--- config.mk ---
export PLATFORM = sky130hd
export DESIGN_NAME = gen_seq
export DESIGN_NICKNAME = d
export VERILOG_FILES = /design/src/gen_seq_pkg.sv /design/src/half_sec_tick.sv /design/src/gen_seq.sv
export VERILOG_INCLUDE_DIRS = /design/src
export SDC_FILE = /design/constraint.sdc
export NUM_CORES = 1
export LEC_CHECK = 0
export ABC_CLOCK_PERIOD_IN_PS = 4250
export BUFFER_PORTS_ARGS = -buffer_cell sky130_fd_sc_hd__buf_4
export CAP_MARGIN = 20
export CORE_MARGIN = 4
export CORE_UTILIZATION = 35
export CTS_CLUSTER_SIZE = 24
export DETAILED_ROUTE_END_ITERATION = 7
export SYNTH_ARGS = -nofsm -noshare
export SYNTH_HDL_FRONTEND = slang
export SYNTH_SLANG_ARGS = --single-unit
export TNS_END_PERCENT = 10
--- constraint.sdc ---
create_clock -name pclk -period 4.25 [get_ports pclk]
set_input_delay 0.2125 -clock pclk [delete_from_list [all_inputs] [get_ports pclk]]
set_output_delay 0.2125 -clock pclk [all_outputs]
set_load 0.05 [all_outputs]
--- src/gen_seq_cfg.svh ---
`ifndef GEN_SEQ_CFG_SVH
`define GEN_SEQ_CFG_SVH

// Register byte offsets
`define OFF_CTRL 12'h000
`define OFF_TIMING 12'h004
`define OFF_STATUS 12'h008
`define OFF_CHARGE 12'h00C

// Control register fields
`define CTRL_FUNC_BIT 0
`define CTRL_START_BIT 1
`define CTRL_AUTO_STOP_BIT 2
`define CTRL_MANUAL_STOP_BIT 3
`define CTRL_ERR_CLR_BIT 4

// Reset values
`define CRANK_LIMIT_RST 8'h0A
`define GLOW_LEAD_RST 8'h05
`define RESTART_WAIT_RST 8'h0A
`define SAT_HOLD_RST 16'h0E10

// Fixed timing
`define MAX_ATTEMPTS 3'h5
`define COOL_DOWN_S 40
`define RUN_OK_S 300
`define CLK_HZ 250000000
`define HALF_SEC_CYC (`CLK_HZ / 2)

`endif

--- src/gen_seq_pkg.sv ---
package gen_seq_pkg;
  typedef enum logic [2:0] {
    ST_IDLE, ST_GLOW, ST_CRANK, ST_CRANK_TAIL, ST_POST,
    ST_KILL, ST_COOL, ST_STOPPED
  } seq_state_t;

  typedef struct packed {
    logic run_stop_relay;
    logic starter_relay;
  } relay_t;

  typedef struct packed {
    logic [7:0] crank_limit;
    logic [7:0] glow_lead;
    logic [7:0] restart_wait_time;
  } timing_t;
endpackage

--- src/half_sec_tick.sv ---
`timescale 1ns/1ps
`default_nettype none
`include "gen_seq_cfg.svh"

module half_sec_tick #(
  parameter int unsigned HALF_CYC = `HALF_SEC_CYC
) (
  // Clock and reset
  input wire logic pclk,
  input wire logic presetn,
  // Ticks
  output logic half_tick,
  output logic sec_tick
);
  logic [31:0] cnt_reg;
  logic phase_reg;
  wire wrap = (cnt_reg == 32'(HALF_CYC - 1));

  // Half-second divider, second tick on every other half
  always_ff @(posedge pclk or negedge presetn) begin
    if (!presetn) begin
      cnt_reg <= 32'h0000_0000;
      phase_reg <= 1'b0;
    end else if (wrap) begin
      cnt_reg <= 32'h0000_0000;
      phase_reg <= ~phase_reg;
    end else begin
      cnt_reg <= cnt_reg + 32'h0000_0001;
    end
  end

  assign half_tick = wrap;
  assign sec_tick = wrap & phase_reg;
endmodule
`default_nettype wire

--- src/gen_seq.sv ---
`timescale 1ns/1ps
`default_nettype none
`include "gen_seq_cfg.svh"

module gen_seq
  import gen_seq_pkg::*;
#(
  parameter int unsigned HALF_CYC = `HALF_SEC_CYC,
  parameter int unsigned COOL_S = `COOL_DOWN_S,
  parameter int unsigned RUN_OK = `RUN_OK_S
) (
  // APB slave
  input wire logic pclk,
  input wire logic presetn,
  input wire logic psel,
  input wire logic penable,
  input wire logic pwrite,
  input wire logic [11:0] paddr,
  input wire logic [31:0] pwdata,
  output logic [31:0] prdata,
  output logic pready,
  output logic pslverr,
  // Sensing pins, asynchronous
  input wire logic generator_ac_input,
  input wire logic near_charge_target,
  // Relays and indications
  output var gen_seq_pkg::relay_t relays,
  output logic ac_connect,
  output logic maintenance_charge_voltage,
  output logic start_error
);
  import gen_seq_pkg::*;

  // Two-stage synchronisers for the sense pins
  logic [1:0] ac_sync_reg;
  logic [1:0] tgt_sync_reg;
  always_ff @(posedge pclk or negedge presetn) begin
    if (!presetn) begin
      ac_sync_reg <= 2'h0;
      tgt_sync_reg <= 2'h0;
    end else begin
      ac_sync_reg <= {ac_sync_reg[0], generator_ac_input};
      tgt_sync_reg <= {tgt_sync_reg[0], near_charge_target};
    end
  end
  wire ac_up = ac_sync_reg[1];
  wire at_target = tgt_sync_reg[1];

  // Timebase
  logic half_tick;
  logic sec_tick;
  half_sec_tick #(.HALF_CYC(HALF_CYC)) u_tick (
    .pclk(pclk),
    .presetn(presetn),
    .half_tick(half_tick),
    .sec_tick(sec_tick)
  );

  // Registers
  logic func_reg; // 1 = glow_and_halt_function
  logic start_req_reg;
  timing_t timing_reg;
  logic [15:0] sat_hold_reg;
  seq_state_t state_reg;
  seq_state_t state_next;
  logic [2:0] attempts_reg;
  logic [15:0] tmr_reg;
  logic [15:0] sat_cnt_reg;
  logic [8:0] run_cnt_reg;
  logic err_reg;
  logic manual_reg;
  logic tail_half_reg;
  relay_t relay_reg;
  relay_t relay_next;

  // APB decode; zero wait states
  wire wr = psel & penable & pwrite;
  wire hit_ctrl = (paddr == `OFF_CTRL);
  wire hit_tim = (paddr == `OFF_TIMING);
  wire hit_stat = (paddr == `OFF_STATUS);
  wire hit_chg = (paddr == `OFF_CHARGE);
  wire mapped = hit_ctrl | hit_tim | hit_stat | hit_chg;
  wire wr_ctrl = wr & hit_ctrl;
  wire go = wr_ctrl & pwrite & pwdata[`CTRL_START_BIT];
  wire auto_stop = wr_ctrl & pwdata[`CTRL_AUTO_STOP_BIT];
  wire man_stop = wr_ctrl & pwdata[`CTRL_MANUAL_STOP_BIT];
  wire err_clr = wr_ctrl & pwdata[`CTRL_ERR_CLR_BIT];
  assign pready = 1'b1;
  assign pslverr = psel & penable & ~mapped;

  // Read mux
  wire [31:0] rd_ctrl = {30'h0000_0000, start_req_reg, func_reg};
  wire [31:0] rd_tim = {8'h00, timing_reg};
  wire [31:0] rd_stat = {21'h00_0000, attempts_reg, 3'h0,
                         relay_reg.starter_relay, relay_reg.run_stop_relay,
                         err_reg, 1'(state_reg), 1'b0};
  wire [31:0] rd_chg = {16'h0000, sat_hold_reg};
  always_ff @(posedge pclk or negedge presetn) begin
    if (!presetn) begin
      prdata <= 32'h0000_0000;
    end else if (psel & ~penable & ~pwrite) begin
      prdata <= hit_ctrl ? rd_ctrl : hit_tim ? rd_tim :
                hit_stat ? rd_stat : hit_chg ? rd_chg : 32'h0000_0000;
    end
  end

  // Configuration writes; function resets to run-level
  always_ff @(posedge pclk or negedge presetn) begin
    if (!presetn) begin
      func_reg <= 1'b0;
      timing_reg <= {`CRANK_LIMIT_RST, `GLOW_LEAD_RST, `RESTART_WAIT_RST};
      sat_hold_reg <= `SAT_HOLD_RST;
    end else begin
      // Function only changes while no start sequence is in flight
      if (wr_ctrl && (state_reg == ST_IDLE || state_reg == ST_STOPPED))
        func_reg <= pwdata[`CTRL_FUNC_BIT];
      if (wr & hit_tim)
        timing_reg <= pwdata[23:0];
      if (wr & hit_chg)
        sat_hold_reg <= pwdata[15:0];
    end
  end

  // Sequencer conditions
  wire tmr_zero = (tmr_reg == 16'h0000);
  wire glow_mode = func_reg;
  wire fails_out = (attempts_reg == `MAX_ATTEMPTS);
  wire sat_done = (sat_cnt_reg >= sat_hold_reg);
  wire stop_any = auto_stop | man_stop | (start_req_reg & sat_done);

  // Next state
  always_comb begin
    state_next = state_reg;
    unique case (state_reg)
      ST_IDLE: begin
        if (go && !err_reg)
          state_next = ST_GLOW;
      end
      ST_GLOW: begin
        if (tmr_zero)
          state_next = ST_CRANK;
      end
      ST_CRANK: begin
        if (ac_up)
          state_next = ST_CRANK_TAIL;
        else if (tmr_zero)
          state_next = ST_POST;
      end
      ST_CRANK_TAIL: begin
        if (half_tick)
          state_next = ST_POST;
      end
      ST_POST: begin
        if (tmr_zero)
          state_next = (ac_up) ? ST_KILL : ST_KILL;
      end
      ST_KILL: begin
        state_next = ST_KILL;
      end
      ST_COOL: begin
        if (tmr_zero)
          state_next = ST_STOPPED;
      end
      ST_STOPPED: begin
        if (go && !err_reg)
          state_next = ST_GLOW;
      end
    endcase
  end

  // Main sequencer; ST_KILL doubles as the running state
  logic running_reg;
  always_ff @(posedge pclk or negedge presetn) begin
    if (!presetn) begin
      state_reg <= ST_IDLE;
      tmr_reg <= 16'h0000;
      attempts_reg <= 3'h0;
      err_reg <= 1'b0;
      start_req_reg <= 1'b0;
      running_reg <= 1'b0;
      manual_reg <= 1'b0;
      tail_half_reg <= 1'b0;
    end else begin
      if (err_clr)
        err_reg <= 1'b0;
      if (sec_tick && !tmr_zero)
        tmr_reg <= tmr_reg - 16'h0001;
      unique case (state_reg)
        ST_IDLE, ST_STOPPED: begin
          manual_reg <= 1'b0;
          if (go && !err_reg) begin
            state_reg <= ST_GLOW;
            start_req_reg <= 1'b1;
            attempts_reg <= 3'h0;
            tmr_reg <= {8'h00, timing_reg.glow_lead};
          end
        end
        ST_GLOW: begin
          if (tmr_zero) begin
            state_reg <= ST_CRANK;
            attempts_reg <= attempts_reg + 3'h1;
            tmr_reg <= {8'h00, timing_reg.crank_limit};
          end
        end
        ST_CRANK: begin
          tail_half_reg <= 1'b0;
          if (ac_up) begin
            state_reg <= ST_CRANK_TAIL;
          end else if (tmr_zero) begin
            state_reg <= ST_POST;
            tmr_reg <= {8'h00, timing_reg.restart_wait_time};
          end
        end
        ST_CRANK_TAIL: begin
          // Second half tick, so the starter stays on a full half second
          if (half_tick) begin
            tail_half_reg <= 1'b1;
            if (tail_half_reg) begin
              state_reg <= ST_POST;
              tmr_reg <= {8'h00, timing_reg.restart_wait_time};
            end
          end
        end
        ST_POST: begin
          if (!ac_up && tmr_zero) begin
            // Failed attempt: retry or give up
            if (fails_out) begin
              state_reg <= ST_STOPPED;
              err_reg <= 1'b1;
              start_req_reg <= 1'b0;
            end else begin
              state_reg <= ST_GLOW;
              tmr_reg <= {8'h00, timing_reg.glow_lead};
            end
          end else if (ac_up && tmr_zero) begin
            state_reg <= ST_KILL;
            running_reg <= 1'b1;
          end
        end
        ST_KILL: begin
          if (man_stop) begin
            state_reg <= ST_STOPPED;
            manual_reg <= 1'b1;
            start_req_reg <= 1'b0;
            running_reg <= 1'b0;
          end else if (stop_any) begin
            state_reg <= ST_COOL;
            tmr_reg <= 16'(COOL_S);
          end else if (!ac_up) begin
            // Engine died: counts as a failed attempt
            running_reg <= 1'b0;
            state_reg <= fails_out ? ST_STOPPED : ST_GLOW;
            err_reg <= err_reg | fails_out;
            start_req_reg <= ~fails_out;
            tmr_reg <= {8'h00, timing_reg.glow_lead};
          end
          if (run_cnt_reg == 9'(RUN_OK))
            attempts_reg <= 3'h0;
        end
        ST_COOL: begin
          if (tmr_zero) begin
            state_reg <= ST_STOPPED;
            start_req_reg <= 1'b0;
            running_reg <= 1'b0;
          end
        end
      endcase
    end
  end

  // Run time and saturation counters
  always_ff @(posedge pclk or negedge presetn) begin
    if (!presetn) begin
      run_cnt_reg <= 9'h000;
      sat_cnt_reg <= 16'h0000;
    end else begin
      if (state_reg != ST_KILL)
        run_cnt_reg <= 9'h000;
      else if (sec_tick && run_cnt_reg != 9'(RUN_OK))
        run_cnt_reg <= run_cnt_reg + 9'h001;
      if (state_reg != ST_KILL || !at_target)
        sat_cnt_reg <= 16'h0000;
      else if (sec_tick && !sat_done)
        sat_cnt_reg <= sat_cnt_reg + 16'h0001;
    end
  end

  // Relay levels per state and function
  wire stop_phase = (state_reg == ST_STOPPED) & ~err_reg & ~running_reg
                    & (start_req_reg | manual_reg | glow_mode);
  always_comb begin
    relay_next.starter_relay = (state_reg == ST_CRANK) |
                               (state_reg == ST_CRANK_TAIL);
    if (glow_mode) begin
      relay_next.run_stop_relay = (state_reg == ST_GLOW) |
                                  ((state_reg == ST_STOPPED) & ac_up);
    end else begin
      // Run-level opens during glow to kill a spinning engine
      relay_next.run_stop_relay = (state_reg == ST_CRANK) |
                                  (state_reg == ST_CRANK_TAIL) |
                                  (state_reg == ST_POST) |
                                  (state_reg == ST_KILL) |
                                  (state_reg == ST_COOL);
    end
  end

  // Registered relay outputs, off from reset
  always_ff @(posedge pclk or negedge presetn) begin
    if (!presetn)
      relay_reg <= '0;
    else
      relay_reg <= relay_next;
  end

  // AC input connected only while running, dropped before a stop
  assign ac_connect = (state_reg == ST_KILL) & ~man_stop & ~stop_phase;
  // Still running after stop: hold maintenance charge
  assign maintenance_charge_voltage = (state_reg == ST_STOPPED) & ac_up;
  assign relays = relay_reg;
  assign start_error = err_reg;
endmodule
`default_nettype wire

==> summary.txt, run 1 <==
Status
  • Status: completed

Routing
  • Total Wirelength: 20580 µm
  • Count of TritonRoute iterations in the first routing pass: 6
  • Via count: about 6300
  • Drc violations: 0
  • DRC violation total after the first TritonRoute iteration: 361
  • Routed len/inst: about 17 µm
  • Antenna Violating Nets Remaining: 0
  • Via/cell ratio: just over 5

Floorplanning
  • Die height: 162.4 µm
  • X dimension of the die: around 160 µm
  • Num rows: 56
  • DIE AREA: roughly 26000 µm²
  • Core region area: 23470 µm²
  • Top-level I/O count: 90
  • Starting utilization of the core area: 0.3553

Layout
  • Total number of nets in the final design: 961
  • Flip-flop count of the largest register, all copies and words added: 32
  • Most frequent cells in the layout: dfrtp_1 (144), buf_4 (78), nor2_1 (68)
  • Antenna diodes: 0
  • Area growth, synth to finish: 17.73%
  • Most common cell after layout, fill and taps aside: dfrtp_1
  • Utilization after layout: 0.4183
  • Share of post-route cells with drive strength above 1: 0.2233

Timing
  • Pin slew with the least headroom to its limit: 0.9363 ns
  • Crit share post-route: 0.7600
  • Worst Skew: 0.01708 ns
  • Setup total negative slack: 0 ns
  • Rel. slew slack: 0.3730
  • Maximum clock frequency: 309.6 MHz
  • RSZ-0062 raised after global routing: no
  • Number of max-slew violations in the final report: 0
  • Final critical delay including setup and external delays: between 3 and 4 ns
  • Setup-failing EPs final: 0
  • Final Hold Violating Endpoints: 0

Clock network
  • Worst-case clock buffer depth: 2
  • CTS H-Tree Depth: 4
  • Worst-Skew Late Latency: about 0.44 ns
  • Gates resized, CTS repair: 0
  • Number of buffers inserted during clock tree synthesis: 17
  • TritonCTS clock tree: done
  • Number of buffers added for setup after CTS: 0
  • Clock edge transition at the registers on the reported setup and hold paths: 0.07 ns
  • Number of clock sinks seen by CTS: 154
  • Root buffer cell: clkbuf_16

Global route
  • GR Util met3: 0.03012
  • Global routing met1 resource utilization: 0.2177
  • Pin count of the biggest net entering global routing: 87
  • GRT Max-Usage Layer: met2
  • Antenna violations before repair: 0
  • Sum of overflow across all layers after global routing: 0
  • GRT Resource Usage Total: 0.1594
  • First-pass GRT wire length: 33650 µm
  • Fraction of met2 tracks used by global routing: 0.2618
  • Vias in the first global route: slightly above 6000

Setup path
  • Largest fanout of any net on the critical path: 14
  • Req. time, crit path: between 4 and 5 ns
  • CP endpoint kind: flop
  • Data arrival time of the critical path: 3.52 ns
  • CP startpoint kind: flop
  • Setup CP Type: flop to flop

Yosys
  • Ys flop type: dfrtp_1
  • Number of synthesized register bits: 154
  • Post-Synthesis Cells: 817
  • Post-synthesis sequential area ratio: 0.4635
  • Fraction of registers with async set or reset after synthesis: 1.000
  • Post-synthesis instance area: 8340 µm²
  • Number of enable-type register cells in the synthesized netlist: 0
  • Syn Area/Cell: 10.21 µm²
  • Total of warnings raised by yosys: 0
  • Count of cell types in the netlist: 76

Hold path
  • Worst hold path type: input pin to flop

Place
  • Port Buffer Count: 72
  • Post-detailed-placement half-perimeter wirelength: 14950 µm
  • Routability Congestion: 0.8167

Power and ir drop
  • Areal power density over the cells: ~420 nW/µm²
  • Worst voltage drop across the vdd grid: 241.4 µV
  • P_leak: about 4.4 nW

Run
  • Count of max-cap constraint violations: 0
-- through the flow --
step                      hold slack, ns  setup WS, ns  std cells  instance area [µm²]  total power, mW
final                            0.01949         1.020       1219                 9819            4.173
after global routing            0.003878        0.8484       1219                 9819            4.385
after CTS                       0.001454         1.101       1218                 9809            4.212
after detailed placement          0.3231         1.119       1181                 9131            2.603
after global placement            0.3228         1.197       1181                 9131            2.599
after floorplan                 -0.08309         1.857        824                 8367            2.362
-- power by group --
| part | total (mW) | switching, mW | leakage, nW | internal, mW |
|---|---|---|---|---|
| clock | 1.59 | 0.686 | 0.303 | 0.900 |
| combinational | 0.934 | 0.598 | 2.05 | 0.336 |
| sequential | 1.65 | 0.131 | 2.08 | 1.52 |
-- cell usage after synthesis (all sizes together) (3+ instances only) --
library cell,number,area (µm²)
inv,35,131.4
or3,6,37.54
a222oi,14,140.1
nor2,68,255.2
a31o,3,26.28
nor3,20,115.1
and2,12,78.82
nand2b,8,50.05
nand2,65,249.0
xnor2,37,324.1
o211ai,4,30.03
nor4,17,142.6
a22oi,9,67.56
o21a,4,30.03
mux2,48,540.5
o21ai,35,175.2
o31a,3,26.28
buf,21,147.6
and3,19,118.9
or4,12,102.6
clkbuf,20,95.09
nor4b,4,35.03
dfstp,10,262.8
nand3,35,180.2
a21oi,21,108.9
nor2b,8,50.05
dfrtp,144,3603
or2,3,18.77
xor2,22,192.7
a221oi,4,41.29
o31ai,11,82.58
ha,23,287.8
a22o,9,78.83
and4,3,26.28
mux2i,6,60.06
a21o,3,22.52
nand4,20,125.1
a31oi,3,18.77
-- timing repair --
item                       in CTS  in global routing
hold buffers                    5                  1
hold endpoints to repair       82                  1
setup endpoints to repair       0                  0
-- final timing paths --
check,from,end,slack [ns],cells past startpoint
min in group asynchronous,presetn,prdata[3],0.42,2
setup / recovery,sat_hold_reg[4],tmr_reg[4],1.02,8
max in group asynchronous,presetn,u_tick.cnt_reg[21],2.76,3
setup reg to reg,sat_hold_reg[4],tmr_reg[4],1.02,8
hold reg to reg,tgt_sync_reg[0],tgt_sync_reg[1],0.35,0
hold / removal,pwdata[19],rd_tim[19],0.02,2
-- cell families (layout without fill, tap and decap cells) --
logic type	Yosys count	in the layout	synth area share
fa+ha+maj	23	23	0.03450
mux	55	55	0.07471
other cells	2	9	0.0009004
simple gates	308	308	0.1989
flops	154	154	0.4635
compound gates	140	140	0.1206
buf+inv	76	152	0.04485
xor+xnor	59	59	0.06196
-- final cells by class --
class | count | area, µm²
inverters | 35 | 131.4
repair buffers | 85 | 656.9
clock inverters | 15 | 202.7
fillers | 2260 | 13650
flip-flops and latches | 154 | 3866
multi-input cells | 594 | 4138
well taps | 319 | 399.1
clock buffers | 17 | 425.4
-- layer usage --
| layer | up-vias | routed length, µm |
|---|---|---|
| met5 | - | 0 |
| met4 | 0 | 210 |
| met3 | 19 | 831 |
| met2 | 126 | 9988 |
| met1 | 3095 | 9547 |
| li1 | 3091 | - |
-- worst max-delay path: stages (launching register included) --
cell and delay [ns]:
dfstp_2 0.55, inv_1 0.05, ha_1 0.27, nand4_1 0.12, a311oi_1 0.48, o211ai_1 0.46, a31o_2 0.41, a211oi_4 0.60
o21ai_1 0.15
Note: power is estimated with default switching activity, not from simulation.
==> run 2: changes to the inputs <==
--- a/config.mk
+++ b/config.mk
@@ -6,7 +6,8 @@
 export SDC_FILE = /design/constraint.sdc
 export NUM_CORES = 1
 export LEC_CHECK = 0
-export ABC_CLOCK_PERIOD_IN_PS = 4250
+export ABC_AREA = 1
+export ABC_CLOCK_PERIOD_IN_PS = 3100
 export BUFFER_PORTS_ARGS = -buffer_cell sky130_fd_sc_hd__buf_4
 export CAP_MARGIN = 20
 export CORE_MARGIN = 4
==> constraint.sdc (replaced) <==
create_clock -name pclk -period 3.1 [get_ports pclk]
set_input_delay 0.155 -clock pclk [delete_from_list [all_inputs] [get_ports pclk]]
set_output_delay 0.155 -clock pclk [all_outputs]
set_load 0.05 [all_outputs]
==> summary.txt, run 2 <==
Global route
  • Pin count of the biggest net entering global routing: 65 (-25%)
  • First-pass GRT wire length: 41040 µm (+22%)
  • Antenna violations before repair: 0 (unchanged)
  • Vias in the first global route: 7843 (+27%)
  • GRT Resource Usage Total: 0.1774 (+0.01803)
  • Sum of overflow across all layers after global routing: 0 (unchanged)

Yosys
  • Most common cell in the synthesized netlist: nand2_1
  • Adder and majority gate portion of the synthesized area: 0.03142 (-0.003083)
  • Number of synthesized register bits: 154 (unchanged)
  • Simple-gate share of the synthesized area: 0.2792 (+0.08032)
  • Post-synthesis sequential area ratio: 0.4221 (-0.04142)
  • Syn Area/Cell: 7.684 µm² (-25%)
  • Ys flop type: dfrtp_1
  • Fraction of registers with async set or reset after synthesis: 1.000 (unchanged)
  • Compound-gate portion of the synthesized area: 0.1240 (+0.003432)
  • Area share of the largest cell type after synthesis: 0.3934 (-0.03860)
  • Count of cell types in the netlist: 55 (-28%)
  • Portion of netlist area occupied by mux cells: 0.009836 (-0.06487)
  • Total of warnings raised by yosys: 0 (unchanged)
  • Largest area contributor in the netlist: dfrtp_1
  • Main combinational cell family by area after synthesis: simple AND/OR/NAND/NOR gates
  • Post-Synthesis Cells: 1192 (+46%)
  • Post-synthesis instance area: 9159 µm² (+9.8%)
  • Number of enable-type register cells in the synthesized netlist: 0 (unchanged)
  • Most area-consuming cells after synthesis: dfrtp_1 (39%), nand2_1 (11%), inv_1 (6.2%)
  • Commonest cells in the netlist: nand2_1 (264), inv_1 (151), dfrtp_1 (144), nor2_1 (133), o21ai_0 (62)
  • Post-synthesis xor/xnor area fraction: 0.03825 (-0.02370)

Layout
  • Flip-flop count of the largest register, all copies and words added: 32 (unchanged)
  • Final design instance area without fill: 10820 µm² (+10%)
  • Area growth, synth to finish: 18.13%
  • Most frequent cells in the layout: nand2_1 (264), inv_1 (151), dfrtp_1 (144)
  • Total number of nets in the final design: 1357 (+41%)
  • Antenna diodes: 0 (unchanged)
  • Layout filler cell count: 2587 (+14%)
  • Most common cell after layout, fill and taps aside: nand2_1
  • Share of post-route cells with drive strength above 1: 0.1551 (-0.06824)
  • Number of standard cells in the final layout excluding fillers: 1626 (+33%)

Setup path
  • Crit path top cell by count: nand2_1
  • Kind of cell adding the most delay to the critical path: simple AND/OR/NAND/NOR gates
  • Cell-by-cell listing of the critical path: inv_1 > ha_1 > nand4_1 > nor3_1 > nand3_1 > nand3_2 > nand2_1 > nand2_1 > nand2_1 > a21oi_2 > nor2_1
  • Req. time, crit path: 3.40 ns (-1.14 ns)
  • Data arrival time of the critical path: 2.92 ns (-0.60 ns)
  • Setup CP Type: flop to flop
  • CP startpoint kind: flop
  • CP max stage cell: dfstp_2
  • CP endpoint kind: flop
  • Largest fanout of any net on the critical path: 8 (-6)
  • Buffers plus inverters on the worst setup path: 1 (unchanged)
  • Slowest Stage Delay on Critical Path: 0.53 ns (-0.07 ns)

Power and ir drop
  • Worst voltage drop across the vdd grid: 274.7 µV (+14%)
  • Areal power density over the cells: 405.4 nW/µm² (-4.6%)
  • Total power: 4.386 mW (+5.1%)
  • Net Sw Power: 1.180 mW (-17%)
  • Cell-internal power: 3.205 mW (+16%)
  • Sequential share of power: 0.462 (+0.066)
  • Proportion of total power due to net switching: 0.2691 (-0.06997)
  • P_leak: 4.972 nW (+12%)
  • Part of the total power dissipated in combinational logic: 0.049 (-0.175)
  • Clock share of power: 0.490 (+0.110)

Clock network
  • TritonCTS clock tree: done
  • Worst-Skew Late Latency: 0.44 ns (about the same)
  • CTS H-Tree Depth: 4 (unchanged)
  • Number of clock sinks seen by CTS: 154 (unchanged)
  • Number of buffers inserted during clock tree synthesis: 17 (unchanged)
  • Clock edge transition at the registers on the reported setup and hold paths: 0.07 ns (about the same)
  • Root buffer cell: clkbuf_16
  • Worst-case clock buffer depth: 2 (unchanged)

Routing
  • Count of TritonRoute iterations in the first routing pass: 5 (-1)
  • Via/cell ratio: 4.990 (-3.9%)
  • Routed len/inst: 15.29 µm (-9.4%)
  • Detailed route wirelength on metal2: 11930 µm (+19%)
  • Total Wirelength: 24860 µm (+21%)
  • DRC violation total after the first TritonRoute iteration: 552 (+53%)
  • Top Layer Used: met4
  • Length of routed wiring on met1: 11350 µm (+19%)
  • Drc violations: 0 (unchanged)
  • Antenna Violating Nets Remaining: 0 (unchanged)
  • Routed wire length on met3: 1096 µm (+32%)
  • Via count: 8114 (+28%)

Timing
  • Crit share post-route: 0.8445 (+0.08451)
  • Pin slew with the least headroom to its limit: 0.6976 ns (-0.2387 ns)
  • Rel. slew slack: 0.5306 (+0.1576)
  • Setup total negative slack: 0 ns (unchanged)
  • Final critical delay including setup and external delays: 2.618 ns (-0.6120 ns)
  • Final Hold Violating Endpoints: 0 (unchanged)
  • Setup-failing EPs final: 0 (unchanged)
  • RSZ-0062 raised after global routing: no
  • Number of max-slew violations in the final report: 0 (unchanged)
  • Worst Skew: 0.01490 ns (-0.002178 ns)
  • Maximum clock frequency: 382.0 MHz (+23%)
  • Worst Slack Setup Final: 0.4820 ns (-0.5380 ns)

Floorplanning
  • X dimension of the die: 169.8 µm (+4.6%)
  • Starting utilization of the core area: 0.3596 (+0.004233)
  • DIE AREA: 28820 µm² (+9.3%)
  • Top-level I/O count: 90 (unchanged)
  • Num rows: 58 (+3.6%)
  • Die height: 169.8 µm (+4.6%)
  • Core region area: 25470 µm² (+8.5%)

Place
  • Total placed cells including tap cells: 1576 (+33%)
  • Setup slack at placement: 0.4970 ns (-0.6220 ns)
  • Area after DPL: 10030 µm² (+9.9%)
  • Port Buffer Count: 72 (unchanged)
  • Post-detailed-placement half-perimeter wirelength: 18810 µm (+26%)
  • Routability Congestion: 0.8929 (+9.3%)

Status
  • Status: completed

Hold path
  • Worst hold path type: input pin to flop

Run
  • Count of max-cap constraint violations: 0 (unchanged)
run 2: changes by cell type after synthesis, moves of 17 or more:
cell and change:
inv_2 +22, nand3_1 +18, a21oi_1 +17, nor2_1 +65
o21ai_0 +33, o21ai_1 +24, inv_1 +117, nand2_1 +201
xnor2_1 -30, mux2_2 -43
run 2: worst register-to-register path, delay by kind of cell, from the launching register on:
kind                     cells  cell delay [ns]
buffers and inverters        1             0.06
adder cells (fa/ha/maj)      1             0.31
AND/OR/NAND/NOR              8             1.21
AO/OA/AOI/OAI                1             0.38
flip-flops                   1             0.53
run 2: path summary, 6_finish.rpt:
check / startpoint / to / slack (ns) / depth (start not counted)
hold reg to reg: ac_sync_reg[0] / ac_sync_reg[1] / 0.35 / 0
hold / removal: pwdata[13] / sat_hold_reg[13] / 0.008 / 3
min in group asynchronous: presetn / sat_hold_reg[15] / 0.24 / 2
setup / recovery: sat_hold_reg[11] / tmr_reg[15] / 0.48 / 11
max in group asynchronous: presetn / sat_hold_reg[9] / 1.97 / 3
setup reg to reg: sat_hold_reg[11] / tmr_reg[15] / 0.48 / 11
run 2: power groups by stage:
stage | Clock, mW | Combinational, mW | Sequential [mW]
after floorplan | 0 | 0.0830 | 2.07
after global placement | 0 | 0.196 | 2.06
after detailed placement | 0 | 0.197 | 2.06
after CTS | 2.20 | 0.216 | 2.02
after global routing | 2.29 | 0.237 | 2.02
final | 2.15 | 0.213 | 2.02
run 2: layer usage:
metal  GRT usage  vias to the layer above
met3     0.03098                       26
met4     0.05565                        0
met5           0                        -
li1            -                     4060
met1      0.2398                     3771
met2      0.2909                      257
run 2: stage by stage:
stage                       util  hold WS (ns)
after floorplan                -       -0.1406
after global routing      0.4247      0.002657
final                     0.4247      0.008339
after global placement    0.3939        0.1689
after detailed placement  0.3939        0.1671
after CTS                 0.4247     0.0005723
run 2: layout make-up:
class	instances	area (µm²)	area share
Clock buffer	18	439.2	0.04059
Clock inverter	14	166.4	0.01538
Inverter	179	674.4	0.06233
Multi-Input combinational cell	832	4456	0.4118
Sequential cell	154	3866	0.3574
Tap cell	330	412.9	0.03816
Timing Repair Buffer	99	804.5	0.07436
run 2: timing repair:
| item | CTS | global route |
|---|---|---|
| buffers inserted | 0 | 0 |
| gates resized for setup | 0 | 0 |
| hold buffers | 18 | 0 |
| endpoints found under the hold margin | 77 | 0 |
| endpoints found under the setup margin | 0 | 0 |
run 2: kinds of logic (layout without fill, tap and decap cells):
| kind of cell | after synthesis | count (layout) |
|---|---|---|
| other | 2 | 9 |
| adders and majority gates | 23 | 23 |
| and+or+nand+nor | 565 | 565 |
| DFF | 154 | 154 |
| muxes | 8 | 8 |
| AOI/OAI and AO/OA | 187 | 187 |
| xor gates and xnor gates | 40 | 40 |
| buffers and inverters | 213 | 310 |
==> run 3: changes to the inputs <==
--- a/config.mk
+++ b/config.mk
@@ -7,7 +7,7 @@
 export NUM_CORES = 1
 export LEC_CHECK = 0
 export ABC_AREA = 1
-export ABC_CLOCK_PERIOD_IN_PS = 3100
+export ABC_CLOCK_PERIOD_IN_PS = 2550
 export BUFFER_PORTS_ARGS = -buffer_cell sky130_fd_sc_hd__buf_4
 export CAP_MARGIN = 20
 export CORE_MARGIN = 4
==> constraint.sdc (replaced) <==
create_clock -name pclk -period 2.55 [get_ports pclk]
set_input_delay 0.1275 -clock pclk [delete_from_list [all_inputs] [get_ports pclk]]
set_output_delay 0.1275 -clock pclk [all_outputs]
set_load 0.05 [all_outputs]
==> summary.txt, run 3 (synthesis gave the netlist of run 2 again) <==
Setup path
  • Depth of the most critical reg-to-reg path: 12 (+1)
  • Req. time, crit path: 2.87 ns (-0.53 ns)
  • Largest fanout of any net on the critical path: 8 (unchanged)
  • CP endpoint kind: flop
  • R2R Path End: tmr_reg[12]
  • Startpoint of the worst setup timing path: sat_hold_reg[11]
  • R2r setup slk: 0.11 ns (-0.37 ns)
  • Data arrival time of the critical path: 2.76 ns (-0.16 ns)
  • Setup CP Type: flop to flop
  • CP startpoint kind: flop
  • Startpoint of the lowest-slack register-to-register path: sat_hold_reg[11]

Routing
  • Total Wirelength: 25300 µm (+1.7%)
  • DRC violation total after the first TritonRoute iteration: 615 (+11%)
  • Via/cell ratio: 5.008 (+0.36%)
  • Routed len/inst: 15.39 µm (+0.64%)
  • Count of TritonRoute iterations in the first routing pass: 5 (unchanged)
  • Drc violations: 0 (unchanged)
  • Via count: 8233 (+1.5%)
  • Antenna Violating Nets Remaining: 0 (unchanged)

Hold path
  • Cells on Worst Hold Path: 3 (unchanged)
  • Worst hold path type: input pin to flop
  • HP Start: pwdata[4]
  • Endpoint, Worst Hold: sat_hold_reg[4]

Global route
  • First-pass GRT wire length: 40810 µm (-0.56%)
  • GRT Resource Usage Total: 0.1757 (-0.001700)
  • GRT Max-Usage Layer: met2
  • Pin count of the biggest net entering global routing: 76 (+17%)
  • Fraction of met2 tracks used by global routing: 0.2891 (-0.001726)
  • GR Util met3: 0.03168 (+0.0006988)
  • Vias in the first global route: 7886 (+0.55%)
  • Antenna violations before repair: 0 (unchanged)
  • Sum of overflow across all layers after global routing: 0 (unchanged)
  • Global routing met1 resource utilization: 0.2357 (-0.004128)

Floorplanning
  • X dimension of the die: 169.8 µm (unchanged)
  • Core region area: 25470 µm² (unchanged)
  • Num rows: 58 (unchanged)
  • DIE AREA: 28820 µm² (unchanged)
  • Top-level I/O count: 90 (unchanged)
  • Starting utilization of the core area: 0.3596 (unchanged)
  • Die height: 169.8 µm (unchanged)

Clock network
  • Worst-case clock buffer depth: 2 (unchanged)
  • CTS H-Tree Depth: 4 (unchanged)
  • Number of buffers inserted during clock tree synthesis: 17 (unchanged)
  • Clock edge transition at the registers on the reported setup and hold paths: 0.08 ns (about the same)
  • TritonCTS clock tree: done
  • Number of clock sinks seen by CTS: 154 (unchanged)
  • Worst-Skew Late Latency: 0.44 ns (about the same)
  • Root buffer cell: clkbuf_16

Timing
  • Final Hold Violating Endpoints: 0 (unchanged)
  • Worst Slack Setup Final: 0.1121 ns (-0.3699 ns)
  • Pin slew with the least headroom to its limit: 0.7081 ns (+0.01054 ns)
  • Number of max-slew violations in the final report: 0 (unchanged)
  • Rel. slew slack: 0.5279 (-0.002742)
  • Fin Hold WS: 0.02242 ns (+0.01408 ns)
  • Worst Skew: 0.01395 ns (-0.0009455 ns)
  • Maximum clock frequency: 410.2 MHz (+7.4%)
  • Final critical delay including setup and external delays: 2.438 ns (-0.1801 ns)
  • RSZ-0062 raised after global routing: yes
  • Setup-failing EPs final: 0 (unchanged)
  • Crit share post-route: 0.9560 (+0.1115)

Place
  • Setup slack at placement: 0.06730 ns (-0.4297 ns)
  • Post-detailed-placement half-perimeter wirelength: 19080 µm (+1.4%)
  • Port Buffer Count: 72 (unchanged)
  • Area after DPL: 10120 µm² (+0.82%)
  • Routability Congestion: 0.9009 (+0.90%)

Layout
  • Final design instance area without fill: 11030 µm² (+1.9%)
  • Sequential cell area: 3866 µm² (unchanged)
  • Total number of nets in the final design: 1375 (+1.3%)
  • Most frequent cells in the layout: nand2_1 (264), inv_1 (151), dfrtp_1 (144)
  • Layout filler cell count: 2568 (-0.73%)
  • Flip-flop count of the largest register, all copies and words added: 32 (unchanged)
  • Area growth, synth to finish: 20.42%
  • Utilization after layout: 0.4330 (+0.008252)
  • Multi-input combinational cell area: 4487 µm² (+0.70%)
  • Share of post-route cells with drive strength above 1: 0.1651 (+0.01005)
  • Most common cell after layout, fill and taps aside: nand2_1
  • Antenna diodes: 0 (unchanged)

Power and ir drop
  • Worst voltage drop across the vdd grid: 399.6 µV (+45%)
  • P_leak: 5.069 nW (+2.0%)
  • Areal power density over the cells: 489.0 nW/µm² (+21%)

Run
  • Count of max-cap constraint violations: 0 (unchanged)

Status
  • Status: completed
-- run 3: routing by layer --
layer  wire length, µm  up-vias
met1             11370     3884
met4               623        0
met2             12180      225
li1                  -     4090
met3              1125       34
met5                 0        -
-- run 3: metrics by stage --
stage	power, mW	std cells	TNS, ns
3_3_place_gp	2.749	1587	0
3_5_place_dp	2.749	1587	0
4_1_cts	5.462	1643	0
5_1_grt	5.580	1644	-0.2592
2_1_floorplan	2.617	1199	0
6_report	5.393	1644	0
-- run 3: what timing repair did --
| item | in CTS | in global routing |
|---|---|---|
| hold buffers | 24 | 0 |
| endpoints found under the setup margin | 0 | 29 |
| resized for setup | 0 | 6 |
| buffers inserted | 0 | 0 |
| endpoints found under the hold margin | 100 | 0 |
-- run 3: critical path, cell delays in order (launching register included) --
cell     delay [ns]
dfstp_2        0.53
inv_1          0.06
ha_1           0.32
nand4_1        0.14
nor3_2         0.20
nand3_1        0.12
nand3_2        0.18
nand2_1        0.10
nand2_1        0.16
nand2_1        0.14
a21oi_2        0.16
buf_4          0.18
nor2_1         0.06
-- run 3: worst max path at each step --
stage	slack, ns	endpoint	depth (start not counted)
CTS	0.05	sat_cnt_reg[7]	11
finish	0.11	tmr_reg[12]	12
detailed placement	0.07	sat_cnt_reg[7]	11
global route	-0.06	tmr_reg[4]	11
floorplan	0.41	tmr_reg[15]	11
global placement	0.11	sat_cnt_reg[7]	11
-- run 3: final cells by class --
cell class	instances	area share
clock inverter	15	0.01963
inverter	179	0.06115
clock buffer	17	0.03857
multi-input combinational	833	0.4068
tap	330	0.03744
sequential	154	0.3505
timing repair buffer	116	0.08588
-- run 3: where the power goes --
group          total [mW]  leakage [nW]  switching, mW  internal, mW
Sequential           2.46          1.99        0.00880          2.45
Combinational       0.267          2.78          0.170        0.0969
Clock                2.66         0.306           1.30          1.36
Total                5.39          5.07           1.48          3.91
